==> config.mk <==
export PLATFORM = sky130hd
export DESIGN_NAME = ppc_port_regs
export DESIGN_NICKNAME = d
export VERILOG_FILES = /design/src/pkg/ppc_pkg.sv /design/src/core/ppc_port_regs.sv
export VERILOG_INCLUDE_DIRS = /design/src /design/src/pkg
export SDC_FILE = /design/constraint.sdc
export NUM_CORES = 1
export LEC_CHECK = 0
export BUFFER_PORTS_ARGS = -buffer_cell sky130_fd_sc_hd__buf_4
export CAP_MARGIN = 20
export CELL_PAD_IN_SITES_DETAIL_PLACEMENT = 1
export CELL_PAD_IN_SITES_GLOBAL_PLACEMENT = 2
export CORE_MARGIN = 3
export CORE_UTILIZATION = 24
export DETAILED_ROUTE_END_ITERATION = 12
export PLACE_DENSITY_LB_ADDON = 0.2
export RECOVER_POWER = 50
export SYNTH_ARGS = -nofsm -noshare
export SYNTH_HDL_FRONTEND = slang
export SYNTH_SLANG_ARGS = --single-unit
==> constraint.sdc <==
create_clock -name mclk -period 2.2 [get_ports mclk]
set_input_delay 0.44 -clock mclk [delete_from_list [all_inputs] [get_ports mclk]]
set_output_delay 0.44 -clock mclk [all_outputs]
set_load 0.005 [all_outputs]
==> src/pkg/ppc_defines.svh <==
// Offsets, field positions, reset values and match constants for the port register bank
`ifndef PPC_DEFINES_SVH
`define PPC_DEFINES_SVH
`define PPC_ADDR_W 9
`define PPC_OFS_CTRL 9'h104
`define PPC_OFS_TX_DETECT 9'h158
`define PPC_OFS_CF_HIGH 9'h180
`define PPC_OFS_CF_LOW 9'h184
`define PPC_OFS_CHK_DROP 9'h188
`define PPC_OFS_FLT_DROP 9'h18C
`define PPC_CTRL_BANK_LSB 0
`define PPC_CTRL_AUTO_BIT 8
`define PPC_BANK_RX 3'h1
`define PPC_BANK_TX 3'h2
`define PPC_CF_LOW_LSB 16
`define PPC_TXD_L2_ONE 14
`define PPC_TXD_L2_TWO 13
`define PPC_TXD_IP_ONE 12
`define PPC_TXD_IP_TWO 11
`define PPC_TXD_RESET 4'hE
`define PPC_CNT_MAX 32'hFFFFFFFF
`define PPC_MAC_L2_ONE 48'h0180C200000E
`define PPC_MAC_L2_TWO 48'h011B19000000
`define PPC_MAC_V4_BASE 40'h01005E0001
`define PPC_MAC_V6_BASE 40'h3333000001
`define PPC_IP4_BASE 24'hE00001
`define PPC_IP_ONE_LO 8'h81
`define PPC_IP_TWO_LO 8'h82
`define PPC_IP6_TOP 8'hFF
`define PPC_IP6_MID 108'h0
`define PPC_IP6_LO_HI 8'h01
`endif

==> src/pkg/ppc_pkg.sv <==
// Types shared by the port register bank
package ppc_pkg;
    // One register access from software
    typedef struct packed {
        logic wr;
        logic rd;
        logic [8:0] addr;
        logic [31:0] wdata;
    } ppc_bus_req_s;

    // Transmit frame header handed over for PTP detection
    typedef struct packed {
        logic valid;
        logic is_ipv4;
        logic is_ipv6;
        logic [47:0] mac_da;
        logic [127:0] ip_da;
    } ppc_tx_probe_s;

    // Receive-side drop and peer-delay events
    typedef struct packed {
        logic pdreq_seen;
        logic [63:0] correction;
        logic checksum_drop;
        logic filter_drop;
    } ppc_rx_event_s;
endpackage

==> src/core/ppc_port_regs.sv <==
// Per-port PTP register bank: peer-delay correction, drop tallies, transmit detection
//
// What this block does
// - High register holds correction bits 63:32
// - Low register bits 31:16 hold correction 31:16
// - Fractional bits below 16 never stored
// - Auto update overwrites both on peer-delay request
// - Count each bad-checksum ingress drop
// - Every tallied drop flagged to receiving MAC
// - Count each message-filter ingress drop
// - Both tallies saturate at all ones
// - Writing zero clears a tally
// - Bit 14 accepts 01:80:C2:00:00:0E
// - Bit 13 accepts 01:1B:19:00:00:00
// - Bit 12 accepts IPv4 address one
// - Bit 12 accepts IPv6 address one
// - Bit 11 accepts IPv4 address two
// - Bit 11 accepts IPv6 address two
// - Bank select chooses window before access
//
// The plain strobed port was left to the implementer.
`timescale 1ns/1ps
`default_nettype none
`include "ppc_defines.svh"

module ppc_port_regs (
    input wire logic mclk,
    input wire logic rst_n,
    input wire ppc_pkg::ppc_bus_req_s bus_req,
    output logic [31:0] bus_rdata,
    input wire ppc_pkg::ppc_rx_event_s rx_event,
    output logic rx_mac_error,
    input wire ppc_pkg::ppc_tx_probe_s tx_probe,
    output logic tx_ptp_match,
    output logic auto_update
);

    logic [2:0] bank_sel;
    logic [31:0] cf_high;
    logic [15:0] cf_low;
    logic [31:0] chk_tally;
    logic [31:0] flt_tally;
    logic [3:0] tx_detect;
    logic rx_win;
    logic tx_win;
    logic wr_ctrl;
    logic wr_txd;
    logic wr_cf_high;
    logic wr_cf_low;
    logic wr_chk;
    logic wr_flt;
    logic [31:0] next_rdata;
    logic next_match;

    // Saturating increment shared by both tallies
    function automatic logic [31:0] sat_inc(input logic [31:0] cnt);
        if (cnt == `PPC_CNT_MAX) begin
            return cnt;
        end
        return cnt + 32'h00000001;
    endfunction

    // IPv4 or IPv6 multicast destination ending in the given low byte
    function automatic logic ip_hit(input ppc_pkg::ppc_tx_probe_s p, input logic [7:0] lo);
        logic v4;
        logic v6;
        v4 = p.is_ipv4 && (p.mac_da == {`PPC_MAC_V4_BASE, lo})
            && (p.ip_da[31:0] == {`PPC_IP4_BASE, lo});
        // Scope nibble of FF0X is left free
        v6 = p.is_ipv6 && (p.mac_da == {`PPC_MAC_V6_BASE, lo})
            && (p.ip_da[127:120] == `PPC_IP6_TOP) && (p.ip_da[119:116] == 4'h0)
            && (p.ip_da[111:16] == 96'h0) && (p.ip_da[15:0] == {`PPC_IP6_LO_HI, lo});
        return v4 || v6;
    endfunction

    // Window decode follows the bank select field
    assign rx_win = (bank_sel == `PPC_BANK_RX);
    assign tx_win = (bank_sel == `PPC_BANK_TX);
    assign wr_ctrl = bus_req.wr && (bus_req.addr == `PPC_OFS_CTRL);
    assign wr_txd = bus_req.wr && tx_win && (bus_req.addr == `PPC_OFS_TX_DETECT);
    assign wr_cf_high = bus_req.wr && rx_win && (bus_req.addr == `PPC_OFS_CF_HIGH);
    assign wr_cf_low = bus_req.wr && rx_win && (bus_req.addr == `PPC_OFS_CF_LOW);
    assign wr_chk = bus_req.wr && rx_win && (bus_req.addr == `PPC_OFS_CHK_DROP);
    assign wr_flt = bus_req.wr && rx_win && (bus_req.addr == `PPC_OFS_FLT_DROP);

    // Global control: bank select and auto-update; not banked so it is always reachable
    always_ff @(posedge mclk) begin
        if (!rst_n) begin
            bank_sel <= 3'h0;
            auto_update <= 1'b0;
        end else if (wr_ctrl) begin
            bank_sel <= bus_req.wdata[`PPC_CTRL_BANK_LSB +: 3];
            auto_update <= bus_req.wdata[`PPC_CTRL_AUTO_BIT];
        end
    end

    // Correction high word; a received request wins over a host write in the same cycle
    always_ff @(posedge mclk) begin
        if (!rst_n) begin
            cf_high <= 32'h00000000;
        end else if (rx_event.pdreq_seen && auto_update) begin
            cf_high <= rx_event.correction[63:32];
        end else if (wr_cf_high) begin
            cf_high <= bus_req.wdata;
        end
    end

    // Correction low word keeps only nanoseconds; fractional bits are dropped on entry
    always_ff @(posedge mclk) begin
        if (!rst_n) begin
            cf_low <= 16'h0000;
        end else if (rx_event.pdreq_seen && auto_update) begin
            cf_low <= rx_event.correction[31:16];
        end else if (wr_cf_low) begin
            cf_low <= bus_req.wdata[31:16];
        end
    end

    // Bad-checksum tally; host write has priority so a clear is exact
    always_ff @(posedge mclk) begin
        if (!rst_n) begin
            chk_tally <= 32'h00000000;
        end else if (wr_chk) begin
            chk_tally <= bus_req.wdata;
        end else if (rx_event.checksum_drop) begin
            chk_tally <= sat_inc(chk_tally);
        end
    end

    // Filtered tally, same policy
    always_ff @(posedge mclk) begin
        if (!rst_n) begin
            flt_tally <= 32'h00000000;
        end else if (wr_flt) begin
            flt_tally <= bus_req.wdata;
        end else if (rx_event.filter_drop) begin
            flt_tally <= sat_inc(flt_tally);
        end
    end

    // Each tallied drop is also flagged to the MAC one cycle later
    always_ff @(posedge mclk) begin
        if (!rst_n) begin
            rx_mac_error <= 1'b0;
        end else begin
            rx_mac_error <= rx_event.checksum_drop || rx_event.filter_drop;
        end
    end

    // Detect enables; no interlock against the global enable, software must honour that
    always_ff @(posedge mclk) begin
        if (!rst_n) begin
            tx_detect <= `PPC_TXD_RESET;
        end else if (wr_txd) begin
            tx_detect <= bus_req.wdata[`PPC_TXD_IP_TWO +: 4];
        end
    end

    // Destination match against enabled addresses
    always_comb begin
        next_match = 1'b0;
        if (tx_probe.valid) begin
            if (tx_detect[`PPC_TXD_L2_ONE - `PPC_TXD_IP_TWO]
                && tx_probe.mac_da == `PPC_MAC_L2_ONE) begin
                next_match = 1'b1;
            end
            if (tx_detect[`PPC_TXD_L2_TWO - `PPC_TXD_IP_TWO]
                && tx_probe.mac_da == `PPC_MAC_L2_TWO) begin
                next_match = 1'b1;
            end
            if (tx_detect[`PPC_TXD_IP_ONE - `PPC_TXD_IP_TWO]
                && ip_hit(tx_probe, `PPC_IP_ONE_LO)) begin
                next_match = 1'b1;
            end
            if (tx_detect[0] && ip_hit(tx_probe, `PPC_IP_TWO_LO)) begin
                next_match = 1'b1;
            end
        end
    end

    // Registered so the verdict is glitch free
    always_ff @(posedge mclk) begin
        if (!rst_n) begin
            tx_ptp_match <= 1'b0;
        end else begin
            tx_ptp_match <= next_match;
        end
    end

    // Read mux; registers outside the selected bank and unmapped offsets read zero
    always_comb begin
        next_rdata = 32'h00000000;
        case (bus_req.addr)
            `PPC_OFS_CTRL: begin
                next_rdata[`PPC_CTRL_BANK_LSB +: 3] = bank_sel;
                next_rdata[`PPC_CTRL_AUTO_BIT] = auto_update;
            end
            `PPC_OFS_TX_DETECT: begin
                if (tx_win) begin
                    next_rdata[`PPC_TXD_IP_TWO +: 4] = tx_detect;
                end
            end
            `PPC_OFS_CF_HIGH: begin
                if (rx_win) begin
                    next_rdata = cf_high;
                end
            end
            `PPC_OFS_CF_LOW: begin
                if (rx_win) begin
                    next_rdata = {cf_low, 16'h0000};
                end
            end
            `PPC_OFS_CHK_DROP: begin
                if (rx_win) begin
                    next_rdata = chk_tally;
                end
            end
            `PPC_OFS_FLT_DROP: begin
                if (rx_win) begin
                    next_rdata = flt_tally;
                end
            end
            default: begin
                next_rdata = 32'h00000000;
            end
        endcase
    end

    // Read data stands only in the cycle after the strobe
    always_ff @(posedge mclk) begin
        if (!rst_n) begin
            bus_rdata <= 32'h00000000;
        end else if (bus_req.rd) begin
            bus_rdata <= next_rdata;
        end else begin
            bus_rdata <= 32'h00000000;
        end
    end
endmodule
`default_nettype wire

# == After elaboration in Yosys (flattened, before gate mapping) ==
# Cells that the tools add are included.
# op_classes
n_addsub,2
eq_ne,23
mux,33
reduce_logical,40
# op_table
cell,n
32-bit two-way mux,12
48-bit by 41-bit == test with 1-bit output (second input constant),4
32-bit == test (second input constant),4
48-bit by 46-bit == test with 1-bit output (second input constant),2
96-bit logical NOT,1
17-bit one-hot mux with 4 select lines,1
32-bit by 1-bit adder with 32-bit output (second input constant),2
9-bit == test (second input constant),6
16-bit by 9-bit == test with 1-bit output (second input constant),2
16-bit two-way mux,2
1-bit logical AND,27
4-bit one-hot mux with 5 select lines,1
5-bit one-hot mux with 4 select lines,1
3-bit one-hot mux with 5 select lines,1
1-bit two-way mux,12
8-bit == test (second input constant),1
2-bit one-hot mux with 4 select lines,1
2-bit AND reduction,4
2-bit nonzero test,4
3-bit inequality test (second input constant),2
1-bit one-hot mux with 5 select lines,1
4-bit logical NOT,1
4-bit two-way mux,1
3-bit by 1-bit == test with 1-bit output (second input constant),1
2 further kinds,4
# totals
reg_bits,154
out_inout_bits,35
wordCells,108

# == Longest topological paths before layout ==
# logic_depth
ltp_word,10
mapped_depth,9
depth_no_buf,7

# == Worst setup path after synthesis ==
# Ideal clock, no wire load.
# synth_path
kind,reg2reg
start,register flt_tally[0]
end,register flt_tally[9]
setup_ns,0.132
arrival_ns,2.068
required_time_ns,2.068
setup_slack_ns,0.000
stages_incl_launch_ff,10
n_path_buf,2
cell_sequence,dfxtp_1 -> ha_1 -> nand3_1 -> or4_1 -> buf_6 -> o41a_1 -> buf_6 -> nand4_1 -> xor2_1 -> a21oi_1
# synth_via
elab_chain_cells,7
elab_cells_between_ends,11
cone_classes,1 x add/sub; 2 x eq/ne; 7 x mux; 1 x reduce/logical
# synth_lines
element,line_no,text
"start, declared",ppc_port_regs.sv:42,logic [31:0] flt_tally;
"start signal, assigned",ppc_port_regs.sv:135,flt_tally <= bus_req.wdata;
"start signal, assigned",ppc_port_regs.sv:137,flt_tally <= sat_inc(flt_tally);
"parallel branches: the longest is 7 deep, another holds 32-bit by 1-bit adder with 32-bit output",--,
# Several ways; the timed one is not identified. The select of a mux whose other input is x is not followed.
# A chain may end at the register's enable or synchronous reset.

# == Final worst setup path ==
# layout_path
start,register flt_tally[0]
end,register flt_tally[27]
# The elaborated chain is that of the path after synthesis.

==> summary.md <==
| Metric | Value |
|---|---|
| Ys flop type | dfxtp_1 |
| Overall routed net length | ~40,000 um |
| Slew @ Worst Pin | 1055 ps |
| Worst Reg-to-Reg Cells | 9 |
| Leak | 4.697 nW |
| Core Rows | 66 |
| Clock tree buffer depth | 2 |
| Global Route Usage Sum | 22.10% |
| Total power | approximately 6.4 mW |
| RSZ-0062 raised after global routing | true |
| Hold Fails Final Rpt | 0 |
| # clock sinks | ~150 |
| Routed via count | 9,603 |
| Die Ht | 189.6 um |
| Net Sw Power | ~1.6 mW |
| IO Port Bufs | 305 |
| Initial Util | 24.62% |
| Setup Crit Path Kind | flip-flop to flip-flop |
| Reg2reg end | flt_tally[27]$_SDFFE_PN0P_ |
| Antenna violations before repair | 0 |
| EDFF count, synth | 0 |
| Mean post-synth cell area | 7.880 um^2 |
| Proportion of layout cells with a drive suffix above 1 | 33.96% |
| Class of the worst hold path | input port to flip-flop |
| I/O Pins | 326 |
| First-pass iteration count of the detailed router | 5 |
| DR WL/cell | 21.60 um |
| Worst Setup SP | flt_tally[0]$_SDFFE_PN0P_ |
| First-pass GRT wire length | 61,200 um |
| Syn nets | 1,320 |
| CP max stage cell | or4_4 |
| WHS Endpoint | cf_high[31]$_SDFFE_PN0P_ |
| Status | completed |
| Worst vdd ir | 401.2 uV |
| Fill count | 4,008 |
| DP Wirelength | 32,380 um |
| PwrDens | 516.1 nW/um^2 |
| Int Pwr | around 4.8 mW |
| DIE AREA | 35,960 um^2 |
| R2r startpoint | flt_tally[0]$_SDFFE_PN0P_ |
| Core Area | 32,870 um^2 |
| CTS clock-pin slew for the worst setup and hold paths | 70 ps |
| N_diodes | 0 |
| P&R area growth vs syn | 53.26% |
| Final setup viols | 0 |
| Number of vias per cell | around 5.1 |
| Clk root buf | clkbuf_16 |
| WHS | between 150 and 200 ps |
| DRT antenna net count | 0 |
| Commonest non-fill, non-tap cell in the layout | buf_4 |
| Fmax | approximately 470 MHz |
| CP required | between 2000 and 3000 ps |
| CP Buf/Inv Count | 2 |
| Worst-Skew Late Latency | around 430 ps |
| GP Congestion | 0.8303 |
| Seq pwr share | 43.8% |
| Worst setup EP type | flip-flop |
| Post-Place Cell Area | 11,860 um^2 |
| Max Slew Vio Count | 0 |
| Clk pwr share | a little under half |
| Worst setup SP type | flip-flop |
| Slowest stage delay, CP | between 500 and 600 ps |
| Family with the most delay on the worst path | simple AND/OR/NAND/NOR gates |
| MaxCap Viol Count | 0 |
| Leading cell types in the layout, fill and taps excluded | buf_4, dfxtp_1, nand2_1 |
| Die X | 189.6 um |
| Grt total ovfl | 0 |
| Final Net Count | between 1,500 and 2,000 |
| Async SR Flop Fraction | 0% |
| Synthesized instance count | 1,027 |
| Fraction of power spent switching nets | 24.67% |
| Final Cell Area | approximately 12,000 um^2 |
| Vias in the first global route | 10,070 |
| Syn Std Cell Area | between 8000 and 9000 um^2 |
| Placed Cells | 1,841 |
| Worst Path Max Fanout | 7 |
| Critical path arrival | around 2500 ps |
| Clock Skew | 10.54 ps |
| HP Start | rx_event[65] |
| Setup TNS | 0 ps |
| Hold depth | 3 |
| Yosys warns | 0 |
| DR DRC count | 0 |
| R2r setup slk | 50 ps |
| FF+latch count, synth | about 150 |
| Clock period minus worst slack | 2148 ps |
| Synth cell types | 59 |
| Initial drt markers | 574 |
| Hold-fix buffers, CTS | 0 |
| H-Tree Depth | 4 |
| Gate power share | between 10% and 20% |
| TritonCTS Buffers | 17 |
| Sequential area share after synthesis | 38.10% |
| CTS tree | done |
| Pin count of the biggest net entering global routing | 58 |
| Layout Cells excl Fill | 1,876 |
| Worst path cell trace | ha_4 > nand3_2 > or4_4 > buf_6 > o41ai_4 > buf_4 > nor4_1 > xnor2_1 > a21oi_1 |
| Final worst path period share | 97.62% |
| Max-slew headroom | ~30% |
-- how the worst max path moves through the flow --
stage,end,slack (ps),cells past startpoint
final,flt_tally[27]$_SDFFE_PN0P_,50,9
after global routing,flt_tally[27]$_SDFFE_PN0P_,-50,9
after CTS,flt_tally[27]$_SDFFE_PN0P_,10,9
after detailed placement,chk_tally[0]$_SDFFE_PN0P_,-120,9
after global placement,tx_ptp_match$_SDFF_PN0_,-100,8
after floorplan,flt_tally[9]$_SDFFE_PN0P_,10,9
-- per-stage QoR --
stage	worst slack [ps]	utilization, %
final	52.26	37.74
after global routing	-46.68	37.74
after CTS	10.90	37.90
after detailed placement	-118.9	36.07
after global placement	-104.6	36.07
after floorplan	12.83	-
-- synth_stat cells (30+ instances only) --
| cell | number | area [um^2] |
|---|---|---|
| a21oi_1 | 88 | 440.4 |
| a22oi_1 | 63 | 473.0 |
| a311oi_1 | 32 | 280.3 |
| clkbuf_1 | 49 | 183.9 |
| dfxtp_1 | 154 | 3083 |
| nand2_1 | 149 | 559.3 |
| nand3_1 | 72 | 360.4 |
| nand4_1 | 30 | 187.7 |
| nor2_1 | 66 | 247.7 |
| nor4_1 | 55 | 344.1 |
| o21ai_0 | 60 | 300.3 |
| xnor2_1 | 36 | 315.3 |
-- routing by layer --
layer | part of all wire (%) | global-route usage [%]
met5 | 0 | 0
met4 | 1.6 | 5.118
met3 | 5.2 | 4.164
met2 | 49 | 38.68
met1 | 44 | 28.19
-- worst min-delay path, stage by stage --
cell and delay (ps):
buf_4 70, nand2_1 40, nand2_1 40
-- power groups by stage --
stage / Sequential (mW) / Combinational [mW] / Clock [mW]
3_3_place_gp: 2.86 / 0.693 / 0
4_1_cts: 2.80 / 0.708 / 2.98
3_5_place_dp: 2.86 / 0.702 / 0
2_1_floorplan: 2.87 / 0.140 / 0
5_1_grt: 2.80 / 0.755 / 3.08
6_report: 2.80 / 0.701 / 2.90
-- sequential cells by signal, summed over array words and instances (netlist names) --
| name | count |
|---|---|
| bank_sel | 3 |
| bus_rdata | 32 |
| auto_update | 1 |
| chk_tally | 32 |
| flt_tally | 32 |
| tx_detect | 4 |
| cf_high | 32 |
| rx_mac_error | 1 |
| tx_ptp_match | 1 |
| cf_low | 16 |
-- what timing repair did --
item	4_1_cts	5_1_grt
setup endpoints to repair	13	23
resized for setup	4	5
pin swaps	0	2
setup buffers	2	1
-- cell families (layout without fill, tap and decap cells) --
logic type | Yosys count | in the layout | synth area share (%)
buffers and inverters | 74 | 481 | 3.881
multiplexers | 3 | 3 | 0.3711
AO/OA/AOI/OAI | 277 | 277 | 22.17
adder cells (fa/ha/maj) | 2 | 2 | 0.3092
AND/OR/NAND/NOR | 463 | 463 | 29.33
XOR/XNOR | 54 | 54 | 5.844
flip-flops | 154 | 154 | 38.10
-- final cells by class --
type	count	area [um^2]	share of cell area, %
multi-input cells	799	4736	38.18
repair buffers	442	3433	27.68
flip-flops and latches	154	3085	24.88
well taps	442	553.0	4.459
clock buffers	20	456.7	3.682
clock inverters	12	112.6	0.9079
inverters	7	26.28	0.2118
No activity file was read; power rests on OpenSTA's default activity.
